==> src/rtl/rxc_consts.svh <==
// offsets, field positions, reset values and pattern constants of the receive clock control block
`ifndef RXC_CONSTS_SVH
`define RXC_CONSTS_SVH

`define RXC_OFF_CTRL        12'h000
`define RXC_OFF_STATUS      12'h004
`define RXC_OFF_BOUNDARY    12'h008

`define RXC_CTRL_SRC_LSB    0
`define RXC_CTRL_DEC_LSB    2
`define RXC_CTRL_FRAME_LSB  4
`define RXC_CTRL_STYLE_LSB  6
`define RXC_CTRL_RECOVERED_CLOCK_RATE_SEL_BIT 8
`define RXC_CTRL_REFRATE_BIT 9
`define RXC_CTRL_WIDTH      10

// three-level fields reset to mid (floating pin), two-level ones to low (pull-down)
`define RXC_CTRL_RESET      10'h055

`define RXC_LVL_LOW         2'h0
`define RXC_LVL_MID         2'h1
`define RXC_LVL_HIGH        2'h2

// span of 50 bits holds at most 4 character starts after the first one
`define RXC_SPAN_GAP_MAX    3'h3
`define RXC_GAP_SAT         3'h7
`define RXC_RUN_NEEDED      2'h3

`define RXC_PAT_K285_NEG    10'h0fa
`define RXC_PAT_K285_POS    10'h305
`define RXC_MASK_FULL       10'h3ff
`define RXC_MASK_COMMA8     10'h3fc

`endif

==> src/rtl/rxc_pkg.sv <==
// types shared by the receive clock control block
`default_nettype none
package rxc_pkg;

    typedef enum logic [1:0] {RXC_LOW, RXC_MID, RXC_HIGH} rxc_lvl_t;

    typedef struct packed {
        logic       tick;
        logic [9:0] raw;
        logic [7:0] dec_data;
        logic [2:0] dec_stat;
        logic       comma_hit;
        logic [3:0] comma_off;
    } rxc_chan_in_t;

    typedef struct packed {
        logic [9:0] pat_neg;
        logic [9:0] pat_pos;
        logic [9:0] mask;
        logic       realign_en;
        logic [1:0] style;
        logic       decoder_bypass;
        logic       decoder_table_alt;
    } rxc_frame_cfg_t;

    typedef struct packed {
        logic [31:0]     prdata;
        logic [9:0]      ctrl;
        logic            ref_s1;
        logic            ref_s2;
        logic            ref_prev;
        logic            ref_a;
        logic            ref_c;
        logic            rf_s1;
        logic            rf_s2;
        logic [3:0]      phase;
        logic [3:0]      clk_true;
        logic [3:0]      clk_oe_n;
        logic [3:0][7:0] data;
        logic [3:0][2:0] stat;
        logic [3:0]      par;
        logic [3:0][3:0] boundary;
        logic [3:0][3:0] last_off;
        logic [3:0][2:0] gap;
        logic [3:0][1:0] run;
        logic [3:0]      stretch;
    } rxc_state_t;

endpackage
`default_nettype wire

==> src/rtl/rxc_ctrl.sv <==
// output clock source, output register loading and framer control of a four-channel receiver
`include "rxc_consts.svh"
`default_nettype none

// Operation
// - rate high: recovered clock pairs run complementary at half character rate.
// - reference source selected: receive rate select ignored, A and C follow reference.
// - reference half rate: A and C outputs half rate, following reference.
// - reference full rate: A and C outputs full rate, following reference.
// - framing select mid: search eight-bit comma, both disparities.
// - framing select high: search full K28.5, both disparities.
// - reframe enable high lets all four framers realign; sampled asynchronously.
// - half-rate reference: outputs change on both reference edges; host captures both.
// - three-level inputs decode low, mid, high; unconnected counts as mid.
// - recovered mode: clock pairs run continuously at character or dual-character rate.
// - source low: all registers load from reference; B and D clocks high impedance.
// - reference mode: A and C carry delayed reference copies of slightly different phase.
// - source mid: each pair follows its own recovered clock and times its data.
// - rate low: pairs run complementary at full character rate.
// - decoder select low bypasses decoder; mid and high pick special-code tables.
// - reframe style low: realign on every framing character, stretching character clock.
// - style mid: realign after two same-boundary characters within fifty bits.
module rxc_ctrl
    import rxc_pkg::*;
(
    // clock, reset, clock enable
    input  wire logic                 pclk,
    input  wire logic                 presetn,
    input  wire logic                 ce,
    // apb slave
    input  wire logic                 psel,
    input  wire logic                 penable,
    input  wire logic                 pwrite,
    input  wire logic [11:0]          paddr,
    input  wire logic [31:0]          pwdata,
    output logic      [31:0]          prdata,
    output logic                      pready,
    output logic                      pslverr,
    // pins from outside
    input  wire logic                 training_ref_clock,
    input  wire logic                 reframe_enable_all,
    // per-channel recovered path
    input  wire rxc_chan_in_t [3:0]   chan_in,
    // clock output pins
    output logic      [3:0]           channel_char_clock_out,
    output logic      [3:0]           channel_char_clock_out_n,
    output logic      [3:0]           channel_char_clock_oe_n,
    // parallel output registers
    output logic      [3:0][7:0]      channel_parallel_data,
    output logic      [3:0][2:0]      channel_char_status,
    output logic      [3:0]           channel_odd_parity_out,
    // framer control
    output rxc_frame_cfg_t            frame_cfg,
    output logic      [3:0][3:0]      frame_boundary,
    output logic      [3:0]           frame_stretch
);

    rxc_state_t s;
    rxc_state_t next_s;

    function automatic rxc_lvl_t lvl(input logic [1:0] code);
        if (code == `RXC_LVL_LOW) begin
            return RXC_LOW;
        end else if (code == `RXC_LVL_HIGH) begin
            return RXC_HIGH;
        end else begin
            return RXC_MID;
        end
    endfunction

    function automatic logic [31:0] rd_mux(input rxc_state_t st, input logic [11:0] addr);
        if (addr == `RXC_OFF_CTRL) begin
            return {22'h000000, st.ctrl};
        end else if (addr == `RXC_OFF_STATUS) begin
            return {24'h000000, st.clk_oe_n, 1'b0, st.ref_s2, st.rf_s2,
                    st.ctrl[`RXC_CTRL_FRAME_LSB +: 2] == `RXC_LVL_LOW};
        end else if (addr == `RXC_OFF_BOUNDARY) begin
            return {16'h0000, st.boundary};
        end else begin
            return 32'h00000000;
        end
    endfunction

    rxc_lvl_t src;
    rxc_lvl_t dec;
    rxc_lvl_t frm;
    rxc_lvl_t sty;
    logic     rx_half;
    logic     ref_half;
    logic     ref_rise;
    logic     ref_fall;
    logic     hit_addr;

    assign src      = lvl(s.ctrl[`RXC_CTRL_SRC_LSB +: 2]);
    assign dec      = lvl(s.ctrl[`RXC_CTRL_DEC_LSB +: 2]);
    assign frm      = lvl(s.ctrl[`RXC_CTRL_FRAME_LSB +: 2]);
    assign sty      = lvl(s.ctrl[`RXC_CTRL_STYLE_LSB +: 2]);
    assign rx_half  = s.ctrl[`RXC_CTRL_RECOVERED_CLOCK_RATE_SEL_BIT];
    assign ref_half = s.ctrl[`RXC_CTRL_REFRATE_BIT];
    assign ref_rise = s.ref_s2 & ~s.ref_prev;
    assign ref_fall = ~s.ref_s2 & s.ref_prev;
    assign hit_addr = (paddr == `RXC_OFF_CTRL) || (paddr == `RXC_OFF_STATUS) || (paddr == `RXC_OFF_BOUNDARY);

    // zero-wait slave: every access completes in its first access cycle
    assign pready  = 1'b1;
    assign pslverr = psel & penable & ~hit_addr;

    always_comb begin
        logic       load;
        logic       same;
        logic [7:0] d;
        logic [2:0] st;
        next_s = s;
        load   = 1'b0;
        same   = 1'b0;
        d      = 8'h00;
        st     = 3'h0;

        // apb: read data captured in setup so it is a flop in the access cycle
        if (psel && !penable) begin
            next_s.prdata = rd_mux(s, paddr);
        end
        if (psel && penable && pwrite && paddr == `RXC_OFF_CTRL) begin
            next_s.ctrl = pwdata[`RXC_CTRL_WIDTH-1:0];
        end

        // pins cross in through two flops; only the second is looked at
        next_s.ref_s1   = training_ref_clock;
        next_s.ref_s2   = s.ref_s1;
        next_s.ref_prev = s.ref_s2;
        next_s.rf_s1    = reframe_enable_all;
        next_s.rf_s2    = s.rf_s1;
        // two delay taps of the reference give the A and C copies their phase offset
        next_s.ref_a    = s.ref_s2;
        next_s.ref_c    = s.ref_a;

        for (int i = 0; i < 4; i++) begin
            // clock pins
            if (src == RXC_LOW) begin
                // rate select not consulted here; the pair simply follows the reference
                next_s.clk_true[i] = (i == 0) ? s.ref_a : (i == 2) ? s.ref_c : 1'b0;
                next_s.clk_oe_n[i] = (i == 1 || i == 3);
            end else begin
                next_s.clk_oe_n[i] = (src == RXC_HIGH) && (i == 1 || i == 3);
                if (chan_in[i].tick) begin
                    next_s.phase[i] = ~s.phase[i];
                end
                if (rx_half) begin
                    next_s.clk_true[i] = chan_in[i].tick ? ~s.phase[i] : s.phase[i];
                end else begin
                    next_s.clk_true[i] = chan_in[i].tick;
                end
            end

            // output registers
            if (src == RXC_LOW) begin
                load = ref_rise || (ref_half && ref_fall);
            end else begin
                load = chan_in[i].tick;
            end
            if (dec == RXC_LOW) begin
                d  = chan_in[i].raw[9:2];
                st = {chan_in[i].comma_hit, chan_in[i].raw[1:0]};
            end else begin
                d  = chan_in[i].dec_data;
                st = chan_in[i].dec_stat;
            end
            if (load) begin
                next_s.data[i] = d;
                next_s.stat[i] = st;
                next_s.par[i]  = ~(^d);
            end

            // framer boundary tracking, once per character
            next_s.stretch[i] = 1'b0;
            if (chan_in[i].tick) begin
                same = chan_in[i].comma_hit && (chan_in[i].comma_off == s.last_off[i]);
                if (chan_in[i].comma_hit) begin
                    next_s.last_off[i] = chan_in[i].comma_off;
                    next_s.gap[i]      = 3'h0;
                    next_s.run[i]      = (same && s.run[i] != `RXC_RUN_NEEDED) ? s.run[i] + 2'h1 : s.run[i];
                    if (!same) begin
                        next_s.run[i] = 2'h0;
                    end
                end else begin
                    next_s.run[i] = 2'h0;
                    if (s.gap[i] != `RXC_GAP_SAT) begin
                        next_s.gap[i] = s.gap[i] + 3'h1;
                    end
                end
                // with enable low nothing below moves the boundary
                if (s.rf_s2 && chan_in[i].comma_hit) begin
                    if (sty == RXC_LOW) begin
                        next_s.boundary[i] = chan_in[i].comma_off;
                        next_s.stretch[i]  = chan_in[i].comma_off != s.boundary[i];
                    end else if (sty == RXC_MID) begin
                        if (same && s.gap[i] <= `RXC_SPAN_GAP_MAX) begin
                            next_s.boundary[i] = chan_in[i].comma_off;
                        end
                    end else begin
                        if (same && s.run[i] == `RXC_RUN_NEEDED - 2'h1) begin
                            next_s.boundary[i] = chan_in[i].comma_off;
                        end
                    end
                end
            end
        end
    end

    always_ff @(posedge pclk or negedge presetn) begin
        if (!presetn) begin
            s          <= '0;
            s.ctrl     <= `RXC_CTRL_RESET;
            s.clk_oe_n <= 4'h0;
        end else if (ce) begin
            s <= next_s;
        end
    end

    assign prdata                   = s.prdata;
    assign channel_char_clock_out   = s.clk_true;
    assign channel_char_clock_out_n = ~s.clk_true;
    assign channel_char_clock_oe_n  = s.clk_oe_n;
    assign channel_parallel_data    = s.data;
    assign channel_char_status      = s.stat;
    assign channel_odd_parity_out   = s.par;
    assign frame_boundary           = s.boundary;
    assign frame_stretch            = s.stretch;

    // the framer itself compares; this block names the pattern and mask and passes enable, style and decoder selects
    always_comb begin
        frame_cfg.pat_neg           = `RXC_PAT_K285_NEG;
        frame_cfg.pat_pos           = `RXC_PAT_K285_POS;
        frame_cfg.mask              = (frm == RXC_HIGH) ? `RXC_MASK_FULL : `RXC_MASK_COMMA8;
        frame_cfg.realign_en        = s.rf_s2;
        frame_cfg.style             = s.ctrl[`RXC_CTRL_STYLE_LSB +: 2];
        frame_cfg.decoder_bypass    = dec == RXC_LOW;
        frame_cfg.decoder_table_alt = dec == RXC_HIGH;
    end

endmodule
`default_nettype wire

==> config.mk <==
export PLATFORM = sky130hd
export DESIGN_NAME = rxc_ctrl
export DESIGN_NICKNAME = d
export VERILOG_FILES = /design/src/rtl/rxc_pkg.sv /design/src/rtl/rxc_ctrl.sv
export VERILOG_INCLUDE_DIRS = /design/src /design/src/rtl
export SDC_FILE = /design/constraint.sdc
export NUM_CORES = 1
export LEC_CHECK = 0
export BUFFER_PORTS_ARGS = -buffer_cell sky130_fd_sc_hd__buf_2
export CAP_MARGIN = 25
export CORE_MARGIN = 8
export CORE_UTILIZATION = 50
export CTS_CLUSTER_DIAMETER = 30
export DETAILED_ROUTE_END_ITERATION = 10
export PLACE_DENSITY = 0.84
export SLEW_MARGIN = 20
export SYNTH_ARGS = -nofsm -noshare
export SYNTH_HDL_FRONTEND = slang
export SYNTH_SLANG_ARGS = --single-unit
==> constraint.sdc <==
create_clock -name pclk -period 2.3 [get_ports pclk]
set_input_delay 0 -clock pclk [delete_from_list [all_inputs] [get_ports pclk]]
set_output_delay 0 -clock pclk [all_outputs]
set_load 0.01 [all_outputs]
# Word-level counts from Yosys, hierarchy flattened

Index checks and enable logic that the tools add are counted.

Output and inout port bits: 149
Flip-flop bits (word level): 161
Logic and storage cells: 264
Input port bits: 160

Bitwise gates (word level): 17
Reductions and logical operators: 72
Eq/ne operators: 38
Order comparisons: 4
$add $sub $neg: 8
Muxes and demuxes: 85

Operator list:

| operator                                                              | number |
|---|---|
| 4-bit 2-to-1 mux                                                      | 16 |
| 16-bit 2-to-1 mux                                                     | 3 |
| 2-bit 2-to-1 mux                                                      | 21 |
| 3-bit 2-to-1 mux                                                      | 12 |
| 3-bit AND reduction                                                   | 12 |
| 8-bit 2-to-1 mux                                                      | 4 |
| 8-bit parity                                                          | 4 |
| 1-bit 2-to-1 mux                                                      | 29 |
| 1-bit logical AND                                                     | 25 |
| 2-bit == test, second input constant                                  | 11 |
| 3-bit by 2-bit != test with 1-bit output, second input constant       | 7 |
| 5-bit AND reduction                                                   | 4 |
| 4-bit == test                                                         | 4 |
| 4-bit != test                                                         | 4 |
| 3-bit != test, second input constant                                  | 5 |
| 2-bit zero test                                                       | 7 |
| 2-bit AND reduction                                                   | 7 |
| 3-bit by 1-bit adder with 3-bit output, second input constant         | 4 |
| 12-bit by 3-bit == test with 1-bit output, second input constant      | 1 |
| 12-bit by 4-bit == test with 1-bit output, second input constant      | 1 |
| 3-bit by 2-bit <= comparator with 1-bit output, second input constant | 4 |
| 12-bit zero test                                                      | 1 |
| 1-bit NOT                                                             | 12 |
| 3-bit nonzero test                                                    | 4 |
| 8 further kinds                                                       | 22 |

# Longest topological paths before layout

Gate-level depths: netlist of run 1.

Depth after elaboration: 7
Gate-level depth with buffers: 7
Depth with buffers taken out: 7

# Least setup slack after synthesis of run 1

Ideal clock, no wire load.

Path type: input to register
Start: in paddr[5]
End: reg s, in the netlist frame_cfg[3]
Path buffers: 1
Slack: 0.311 ns
Arrival time: 1.864 ns
Setup time: 0.125 ns
Data required time: 2.175 ns
Cell stages on the path: 5
Cell sequence: or4_4 -> or4_1 -> buf_2 -> nor3_4 -> mux2_2

Cells in the longest elaborated chain, start to end: 3

Ends and longest elaborated chain:

| element                              | line            | text |
|---|---|---|
| start: declaration                   | rxc_ctrl.sv:34  | `input wire logic [11:0] paddr,` |
| 12-bit zero test (no source line)    | --              |  |
| 1-bit logical AND (no source line)   | --              |  |
| 2-bit AND reduction (no source line) | --              |  |
| end signal: assignment               | rxc_ctrl.sv:216 | `s <= next_s;` |
| end: declaration                     | rxc_ctrl.sv:58  | `rxc_state_t s;` |

Every way passes these cells.
A chain may end at the register's enable or synchronous reset.

# Worst setup path after layout of run 1

Start: reg s[126] in the netlist's numbering
End: reg s, in the netlist channel_char_status[6]

Cells in the longest elaborated chain, start to end: 5
Elaborated cells on any way between the ends: 6
Those cells by class: 1 x eq/ne; 3 x mux; 2 x reduce/logical

Ends and longest elaborated chain:

| element                        | line            | text |
|---|---|---|
| 2-bit == test (no source line) | --              |  |
| 2-bit 2-to-1 mux               | rxc_ctrl.sv:64  | `` end else if (code == `RXC_LVL_HIGH) begin `` |
| 2-bit 2-to-1 mux *             | rxc_ctrl.sv:62  | `` if (code == `RXC_LVL_LOW) begin `` |
| 2-bit zero test *              | rxc_ctrl.sv:161 | `if (dec == RXC_LOW) begin` |
| 3-bit 2-to-1 mux *             | rxc_ctrl.sv:161 |  |

Mark *: on every way between the ends. The rest lies on a longest branch, timed or not.

==> summary.md, run 1 <==
| Metric | Value |
|---|---|
| # rows | 48 |
| Routed WL per cell | 18.6 µm |
| H-tree level count | 4 |
| Global-route wire length before repair | 41.5 mm |
| Placer Congestion | 0.868 |
| Post-Synthesis Cells | 877 |
| Post-layout minimum cycle time | 2210 ps |
| Leak pwr | 0.00564 µW |
| Sequential fraction of the synthesis area | 42.2% |
| Non-Filler Instances | 1,391 |
| Max Transition Viols Final | 0 |
| Initial drt markers | 346 |
| Main area contributors after synthesis | dfrtp_1 41%, buf_4 12%, xnor2_1 7.3% |
| Warning count from the yosys run | 0 |
| Vias in the first global route | 7,731 |
| Pin count of the biggest net entering global routing | 70 |
| CTS tree | yes |
| Setup Skew | 7.54 ps |
| Worst Hold Slack | 46.1 ps |
| Ant. Diodes | 0 |
| Setup slack after layout | 86.1 ps |
| DR vias/cell | 5.13 |
| Setup Crit Path Kind | reg -> reg |
| Max-slew headroom | 41.9% |
| Die W | 147 µm |
| CP required | 2560 ps |
| Post-synth top area share | 40.9% |
| Share of layout cells above drive strength 1 | 29.7% |
| Hold Path Class | in -> reg |
| Grt total ovfl | 0 |
| DP Cell Count | 1,239 |
| Post-route ant nets | 0 |
| Crit-path max FO | 31 |
| CP Launch Type | flop |
| Top FF cell, synth | dfrtp_1 |
| Cell taking the most area after synthesis | dfrtp_1 |
| Endpoint type of the worst setup path | flop |
| Setup violators final | 0 |
| Num Clock Sinks | 145 |
| P per Cell Area | 787 mW/mm² |
| Core outline area | 0.0171 mm² |
| Clock buffer depth | 2 |
| Worst VDD drop | 0.458 mV |
| Initial antenna violation count | 1 |
| RSZ-0062 raised after global routing | no |
| Post-synth EDFFs | 0 |
| Max_cap viols | 0 |
| Total wire length | 25.9 mm |
| DRC viols | 0 |
| Starting density of the core | 50.5% |
| Peak Freq | 452 MHz |
| CTS Buf Count | 17 |
| #FFs+latches synth | 145 |
| Layout Nets | 1,333 |
| Post-layout util | 65.3% |
| FFs w/ async S/R, synth | 100% |
| Final period utilization | 96.3% |
| DRT Pass-1 Iters | 5 |
| Layout area overhead | 29.3% |
| Worst EP arrival | 2470 ps |
| I/O pin total | 309 |
| Synth Area per Inst | 9.83 µm² |
| Final HPWL DP | 17.6 mm |
| Worst-Margin Slew | 871 ps |
| Die Footprint | 0.0217 mm² |
| PortBufs | 239 |
| Final hold vios | 0 |
| Clock Latency Late Sink | 420 ps |
| Post-CTS Setup Inserts | 0 |
| GRT Total Usage | 23.9% |
| Die H | 147 µm |
| Setup TNS | 0 ps |
| Netlist cell types | 39 |
| Outcome | finished clean |
| Clock-pin transition on the worst setup and hold timing paths | 60 ps |
| DR vias | 7,140 |
| Root buffer cell | clkbuf_16 |
| Place WS | 126 ps |
| Syn Std Cell Area | 0.00862 mm² |
Yosys cell counts (3+ instances only):
cell type	n
nor4_1	6
a22oi_1	9
mux2_2	48
nand2_1	109
mux2i_1	52
o22ai_1	8
nor2b_1	7
xor2_1	24
buf_4	141
nor2_1	29
clkbuf_1	18
buf_1	6
nor3_1	11
xnor2_1	72
nand3_1	8
dfrtp_1	141
dfstp_2	4
inv_1	27
ha_1	20
o221ai_1	3
o21ai_0	87
a21oi_1	20
o32ai_1	4
power breakdown:
| group | switching [µW] | internal (µW) | total (µW) |
|---|---|---|---|
| logic | 1210 | 1050 | 2270 |
| registers | 417 | 3070 | 3490 |
| clock network | 1140 | 1870 | 3010 |
registers in the layout, indices dropped and copies added (netlist names), 3 cells and up:
register and cells:
channel_char_clock_out 4, prdata 16, next_s 4, frame_stretch 4, frame_cfg 3, s 47, channel_parallel_data 32, frame_boundary 16
channel_char_status 12, channel_odd_parity_out 4
per-stage QoR:
step,total power (µW),instance area [µm²]
floorplan,5180,8790
global placement,5480,9300
detailed placement,5560,9300
CTS,8760,11100
global route,9240,11100
finish,8770,11100
worst max-delay path: stages, from the launching register on:
cell	delay, ps
dfrtp_1	450
nor2_4	330
buf_12	290
mux2i_1	300
dlygate4sd3_1	590
o21ai_0	80
repair_timing:
item | 4_1_cts | 5_1_grt
setup endpoints to repair | 0 | 13
hold buffers | 120 | 0
gates resized for setup | 0 | 1
hold endpoints to repair | 167 | 0
final cells by class:
type	count	area (µm²)
Inverter	27	101
Clock inverter	13	200
Timing Repair Buffer	378	2570
Multi-Input combinational cell	584	3910
Sequential cell	145	3630
Fill cell	1258	5910
Clock buffer	19	443
Tap cell	225	282
cell families (layout without fill, tap and decap cells):
kind of cell | Yosys count | count (layout) | share of synthesized area [%]
AO/OA/AOI/OAI | 137 | 137 | 8.83
XOR/XNOR | 96 | 96 | 9.75
adder cells (fa/ha/maj) | 20 | 20 | 2.90
buffers and inverters | 193 | 437 | 14.6
flip-flops | 145 | 145 | 42.2
multiplexers | 100 | 100 | 12.3
other | 2 | 47 | 0.0871
AND/OR/NAND/NOR | 184 | 184 | 9.41
cells in the final DEF (no fill, tap or decap), types with 3 or more instances in the layout:
master and count:
mux2i_1 52, a22oi_1 9, buf_4 17, nand2_1 109, nor3_1 11, dlygate4sd3_1 120, buf_2 238, o22ai_1 8
clkbuf_16 17, ha_1 20, a21oi_1 20, o21ai_1 3, o21ai_0 83, bufinv_16 4, conb_1 47, xor2_1 24
clkinv_4 3, inv_6 4, dfrtp_1 141, nor4_1 6, o221ai_1 3, o32ai_1 4, inv_1 27, mux2_2 48
nor2b_1 7, dfstp_2 4, nand3_1 8, xnor2_1 72, nor2_1 27
metal layers:
layer / routed length (µm) / up-vias / global-route usage (%) / share of wire (%)
met5: 0 / - / 0 / 0
met4: 843 / 0 / 10.0 / 3.3
met3: 2160 / 62 / 7.17 / 8.4
met2: 12700 / 362 / 40.8 / 49
met1: 10200 / 3388 / 27.4 / 39
li1: - / 3328 / - / -
final timing paths:
path	startpoint	end	depth (start not counted)	slack [ps]
min in group asynchronous	presetn	frame_boundary[3]$_DFFE_PN0P_	2	150
max in group asynchronous	presetn	s[127]$_DFFE_PN1P_	3	1310
max reg2reg	s[126]$_DFFE_PN0P_	channel_char_status[6]$_DFFE_PN0P_	5	90
min	paddr[2]	prdata[7]$_DFFE_PN0P_	4	50
min reg2reg	s[112]$_DFFE_PN0P_	s[112]$_DFFE_PN0P_	1	470
max	s[126]$_DFFE_PN0P_	channel_char_status[6]$_DFFE_PN0P_	5	90
Note: power is estimated with default switching activity, not from simulation.
==> run 2, diff against run 1 <==
Settings changed: ABC_AREA set to 1, PLACE_DENSITY 0.84 to 0.83.
==> run 2 against run 1 <==
First-iteration DRC count rose by 99%. Clock skew rose by 0.53 ps. Utilization fell by 3.6 points. Global-route usage barely moved. Clock power fell by 12%. Worst hold slack got worse by 26 ps. Area after synthesis rose by 9.3%. Design area rose by 3.0%. Critical path type unchanged.
==> summary.md, run 2 <==
| Metric | Value |
|---|---|
| Endpoint type of the worst setup path | flop |
| Post-Synthesis Cells | 1,322 |
| Post-cts sizing count | 0 |
| CP required | 2600 ps |
| DRT Pass-1 Iters | 5 |
| Share of layout cells above drive strength 1 | 20.0% |
| #FFs+latches synth | 145 |
| Die W | 153 µm |
| Number of flip-flops in the largest register | 47 |
| Max_cap viols | 0 |
| Setup TNS | 0 ps |
| Worst flop-to-flop path startpoint | s[123]$_DFFE_PN1P_ |
| Top-count cell post-synth | nand2_1 |
| Layout area overhead | 21.8% |
| Hold Crit Start | chan_in[48] |
| Crit-path max FO | 8 |
| Flop2flop setup slack | 120 ps |
| Fillers | 1,552 |
| Core outline area | 0.0186 mm² |
| Post-layout minimum cycle time | 2180 ps |
| CTS Buf Count | 17 |
| Cell taking the most area after synthesis | dfrtp_1 |
| Overall power | 7750 µW |
| Worst Hold Slack | 19.7 ps |
| GRT Total Usage | 23.8% |
| Largest Register | s |
| Final period utilization | 94.8% |
| Main area contributors after synthesis | dfrtp_1 37%, nand2_1 21%, buf_4 12% |
| Clock-pin transition on the worst setup and hold timing paths | 60 ps |
| Initial drt markers | 689 |
| Sequential fraction of the synthesis area | 38.6% |
| Starting density of the core | 50.7% |
| Die H | 153 µm |
| Vias in the first global route | 9,372 |
| Area of the multi-input gates | 0.00422 mm² |
| Setup Crit Path Kind | reg -> reg |
| Routed WL per cell | 15.3 µm |
| Post-CTS Setup Inserts | 0 |
| DR vias | 9,124 |
| Leak pwr | 0.00639 µW |
| Worst EP arrival | 2480 ps |
| Hold Path Class | in -> reg |
| Placer Congestion | 0.860 |
| RSZ-0062 raised after global routing | yes |
| Syn Std Cell Area | 0.00942 mm² |
| Worst VDD drop | 0.510 mV |
| Setup Skew | 8.07 ps |
| Clock buffer depth | 2 |
| DR vias/cell | 5.05 |
| # rows | 50 |
| Post-synth EDFFs | 0 |
| CP Launch Type | flop |
| Final hold vios | 0 |
| H-tree level count | 4 |
| PortBufs | 239 |
| Max-slew headroom | 55.8% |
| Warning count from the yosys run | 0 |
| Num Clock Sinks | 145 |
| Most common cell after layout, fill and taps aside | nand2_1 |
| Outcome | finished clean |
| P per Cell Area | 675 mW/mm² |
| CTS tree | yes |
| Global-route wire length before repair | 46.0 mm |
| Commonest non-fill, non-tap cells in the layout | 530 x nand2_1, 238 x buf_2, 141 x dfrtp_1 |
| Max Transition Viols Final | 0 |
| Ant. Diodes | 0 |
| Hold path depth | 3 |
| Setup violators final | 0 |
| FFs w/ async S/R, synth | 100% |
| Worst-Margin Slew | 663 ps |
| Post-layout util | 61.8% |
| Pin count of the biggest net entering global routing | 62 |
| Netlist cell types | 38 |
| DP Cell Count | 1,682 |
| Peak Freq | 459 MHz |
| Root buffer cell | clkbuf_16 |
| Top FF cell, synth | dfrtp_1 |
| Hold Path Sink | channel_parallel_data[11]$_DFFE_PN0P_ |
| Die Footprint | 0.0235 mm² |
| Worst reg2reg path depth | 6 |
| Post-synth top area share | 37.4% |
| Synth Area per Inst | 7.13 µm² |
| Initial antenna violation count | 0 |
| Clock Latency Late Sink | 420 ps |
| Post-route ant nets | 0 |
| Layout Nets | 1,742 |
| Grt total ovfl | 0 |
| I/O pin total | 309 |
| Final HPWL DP | 20.0 mm |
| DRC viols | 0 |
| RR Endpoint | channel_char_status[3]$_DFFE_PN0P_ |
| List of most frequent post-synthesis cells | 530 x nand2_1, 145 x buf_4, 141 x dfrtp_1, 118 x inv_1, 61 x nor2_1 |
| Total wire length | 27.6 mm |
| Non-Filler Instances | 1,807 |
| FF/Latch Area | 0.00363 mm² |
run 2: worst max path at each step:
stage,from,to,depth (start not counted)
after CTS,s[123]$_DFFE_PN1P_,channel_char_status[1]$_DFFE_PN0P_,8
after floorplan,s[125]$_DFFE_PN1P_,channel_odd_parity_out[0]$_DFFE_PN0P_,13
after detailed placement,s[125]$_DFFE_PN1P_,channel_odd_parity_out[2]$_DFFE_PN0P_,12
after global routing,s[123]$_DFFE_PN1P_,channel_char_status[1]$_DFFE_PN0P_,8
after global placement,s[123]$_DFFE_PN1P_,channel_parallel_data[11]$_DFFE_PN0P_,7
final,s[123]$_DFFE_PN1P_,channel_char_status[3]$_DFFE_PN0P_,6
run 2: critical path: stages, from the launching register on:
cell and delay, ps:
dfstp_2 570, nor2_4 70, o211ai_2 80, nand2_2 120, nor2_2 460, a31oi_1 160
dlygate4sd3_1 590
run 2: cells by family (layout without fill, tap and decap cells):
group,after synthesis,in the layout,synth area share (%)
and+or+nand+nor,676,676,28.7
buffers and inverters,295,501,18.5
AOI/OAI and AO/OA,161,161,9.41
DFF,145,145,38.6
xor gates and xnor gates,23,23,2.14
adders and majority gates,20,20,2.66
other,2,47,0.0797
run 2: layer usage:
metal  vias to the layer above  track usage, %  wire, µm
met5                         -               0         0
met4                         0            12.6      1290
met3                        99            4.76      1610
met2                       382            41.0     13600
met1                      4211            27.7     11100
li1                       4432               -         -
run 2: area by class of cell:
| class | instances | share of cell area, % |
|---|---|---|
| clock buffers | 18 | 3.83 |
| clock inverters | 12 | 1.08 |
| inverters | 124 | 4.05 |
| multi-input cells | 927 | 36.8 |
| flip-flops and latches | 145 | 31.7 |
| well taps | 234 | 2.55 |
| repair buffers | 347 | 20.0 |
run 2: per-stage QoR:
stage | setup slack (ps) | instance area [µm²]
6_report | 121 | 11500
5_1_grt | -20.4 | 11500
2_1_floorplan | 767 | 9590
3_5_place_dp | 457 | 9970
3_3_place_gp | 511 | 9970
4_1_cts | 119 | 11500
run 2: power breakdown:
part           internal (µW)  leakage [µW]  switching (µW)
Clock                   1530      0.000264            1130
Combinational            820       0.00430            1050
Sequential              2950       0.00183             274
run 2: timing repair:
action	CTS	global route
endpoints found under the setup margin	0	5
hold buffers	95	0
endpoints found under the hold margin	156	0
==> run 3, diff against run 2 <==
Settings changed: HOLD_SLACK_MARGIN set to 0.05.
==> run 3 against run 2 <==
Via count increased by 1.7%. Highest routed layer unchanged. Clock power is essentially flat. Maximum frequency is 0.92% higher. Design area grew 3.2%. Flip-flop and latch count is the same. Final cell count is 2.0% higher. Total power up 0.75%.
==> summary.md, run 3 (synthesized netlist as in run 2, its figures left out) <==
| Metric | Value |
|---|---|
| Worst VDD drop | 0.513 mV |
| Max-slew headroom | 56.0% |
| Global-route wire length before repair | 46.5 mm |
| Overall power | 7810 µW |
| Total wire length | 28.2 mm |
| Hold Crit Start | chan_in[24] |
| Clock power share | 34.0% |
| Die W | 153 µm |
| Initial drt markers | 634 |
| Gate power share | 24.7% |
| Final HPWL DP | 20.0 mm |
| DP Cell Count | 1,682 |
| Most common cell after layout, fill and taps aside | nand2_1 |
| Initial antenna violation count | 1 |
| P per Cell Area | 659 mW/mm² |
| Final hold vios | 0 |
| Fillers | 1,481 |
| Worst EP arrival | 2510 ps |
| Hold Path Class | in -> reg |
| Post-route ant nets | 0 |
| DRT Pass-1 Iters | 8 |
| Largest Register | s |
| Worst flop-to-flop path startpoint | s[123]$_DFFE_PN1P_ |
| CP required | 2650 ps |
| Num Clock Sinks | 145 |
| Max Transition Viols Final | 0 |
| FF/Latch Area | 0.00363 mm² |
| Outcome | finished clean |
| Setup violators final | 0 |
| Die Footprint | 0.0235 mm² |
| Setup Crit Path Kind | reg -> reg |
| Core outline area | 0.0186 mm² |
| GRT Total Usage | 24.2% |
| Placer Congestion | 0.860 |
| Leak pwr | 0.00653 µW |
| Clock Latency Late Sink | 420 ps |
| Endpoint type of the worst setup path | flop |
| Commonest non-fill, non-tap cells in the layout | 530 x nand2_1, 237 x buf_2, 141 x dfrtp_1 |
| Sw Pwr | 2460 µW |
| Clock-pin transition on the worst setup and hold timing paths | 60 ps |
| Number of flip-flops in the largest register | 47 |
| Post-layout minimum cycle time | 2160 ps |
| Layout area overhead | 25.7% |
| Worst-Margin Slew | 660 ps |
| H-tree level count | 4 |
| Setup Skew | 8.23 ps |
| Area of the multi-input gates | 0.00422 mm² |
| Routed WL per cell | 15.3 µm |
| Vias in the first global route | 9,570 |
| Root buffer cell | clkbuf_16 |
| Pin count of the biggest net entering global routing | 62 |
| Clock buffer depth | 2 |
| Crit-path max FO | 8 |
| DRC viols | 0 |
| Post-CTS Setup Inserts | 0 |
| Hold Path Sink | channel_parallel_data[6]$_DFFE_PN0P_ |
| DR vias/cell | 5.03 |
| I/O pin total | 309 |
| Peak Freq | 463 MHz |
| Share of layout cells above drive strength 1 | 19.6% |
| Switching share of power | 31.6% |
| Flop2flop setup slack | 140 ps |
| Sequential power share | 41.3% |
| PortBufs | 239 |
| Int Power | 5340 µW |
| Starting density of the core | 50.7% |
| DR vias | 9,281 |
| Grt total ovfl | 0 |
| RSZ-0062 raised after global routing | yes |
| RR Endpoint | channel_char_status[3]$_DFFE_PN0P_ |
| Final period utilization | 93.9% |
| # rows | 50 |
| Post-layout util | 63.8% |
| Layout Nets | 1,778 |
| CP Launch Type | flop |
| CTS tree | yes |
| Hold path depth | 5 |
| Die H | 153 µm |
| CTS Buf Count | 17 |
| Worst reg2reg path depth | 7 |
| Max_cap viols | 0 |
| Non-Filler Instances | 1,844 |
## run 3: changes by cell type in the layout (fill, tap and decap cells not counted)
cell,delta
clkbuf_4,+1
buf_2,-1
dlygate4sd3_1,+36
diode_2,+1
## run 3: through the flow
step           worst slack, ps  setup TNS [ps]  area [µm²]  hold slack [ps]
6_report                   140               0       11800             86.0
3_5_place_dp               457               0        9970             21.1
3_3_place_gp               511               0        9970             16.3
2_1_floorplan              767               0        9590             -296
5_1_grt                  -10.7           -21.7       11800              115
4_1_cts                    119               0       11800             65.1
## run 3: timing repair
item	4_1_cts	5_1_grt
endpoints found under the setup margin	0	6
hold endpoints to repair	228	0
resized for setup	0	1
hold buffers	131	0
## run 3: metal layers
| metal | track usage (%) | vias up | wire length (µm) |
|---|---|---|---|
| li1 | - | 4511 | - |
| met1 | 27.6 | 4259 | 11200 |
| met2 | 41.6 | 408 | 13900 |
| met3 | 4.79 | 103 | 1690 |
| met4 | 13.8 | 0 | 1370 |
| met5 | 0 | - | 0 |
## run 3: final cells by class
type,instances,share of cell area (%)
multi-input combinational,927,35.7
sequential,145,30.7
timing repair buffer,383,22.5
inverter,124,3.93
clock buffer,18,3.71
tap,234,2.47
clock inverter,12,1.05
antenna,1,0.0211
## run 3: how the worst max path moves through the flow
| stage | end | from |
|---|---|---|
| after floorplan | channel_odd_parity_out[0]$_DFFE_PN0P_ | s[125]$_DFFE_PN1P_ |
| after global placement | channel_parallel_data[11]$_DFFE_PN0P_ | s[123]$_DFFE_PN1P_ |
| after detailed placement | channel_odd_parity_out[2]$_DFFE_PN0P_ | s[125]$_DFFE_PN1P_ |
| after CTS | channel_char_status[1]$_DFFE_PN0P_ | s[123]$_DFFE_PN1P_ |
| after global routing | channel_char_status[1]$_DFFE_PN0P_ | s[123]$_DFFE_PN1P_ |
| final | channel_char_status[3]$_DFFE_PN0P_ | s[123]$_DFFE_PN1P_ |
## run 3: critical path: stages (launching register included)
cell	delay, ps
dfstp_2	570
nor2_4	70
o211ai_2	80
nand2_2	120
nor2_2	440
nor2_1	70
a31oi_1	170
dlygate4sd3_1	560
## run 3: power by group through the flow
stage	Clock, µW	Combinational [µW]	Sequential (µW)
2_1_floorplan	0	1420	3190
3_3_place_gp	0	1600	3240
3_5_place_dp	0	1650	3260
4_1_cts	2700	1900	3210
5_1_grt	2820	2150	3270
6_report	2650	1930	3220
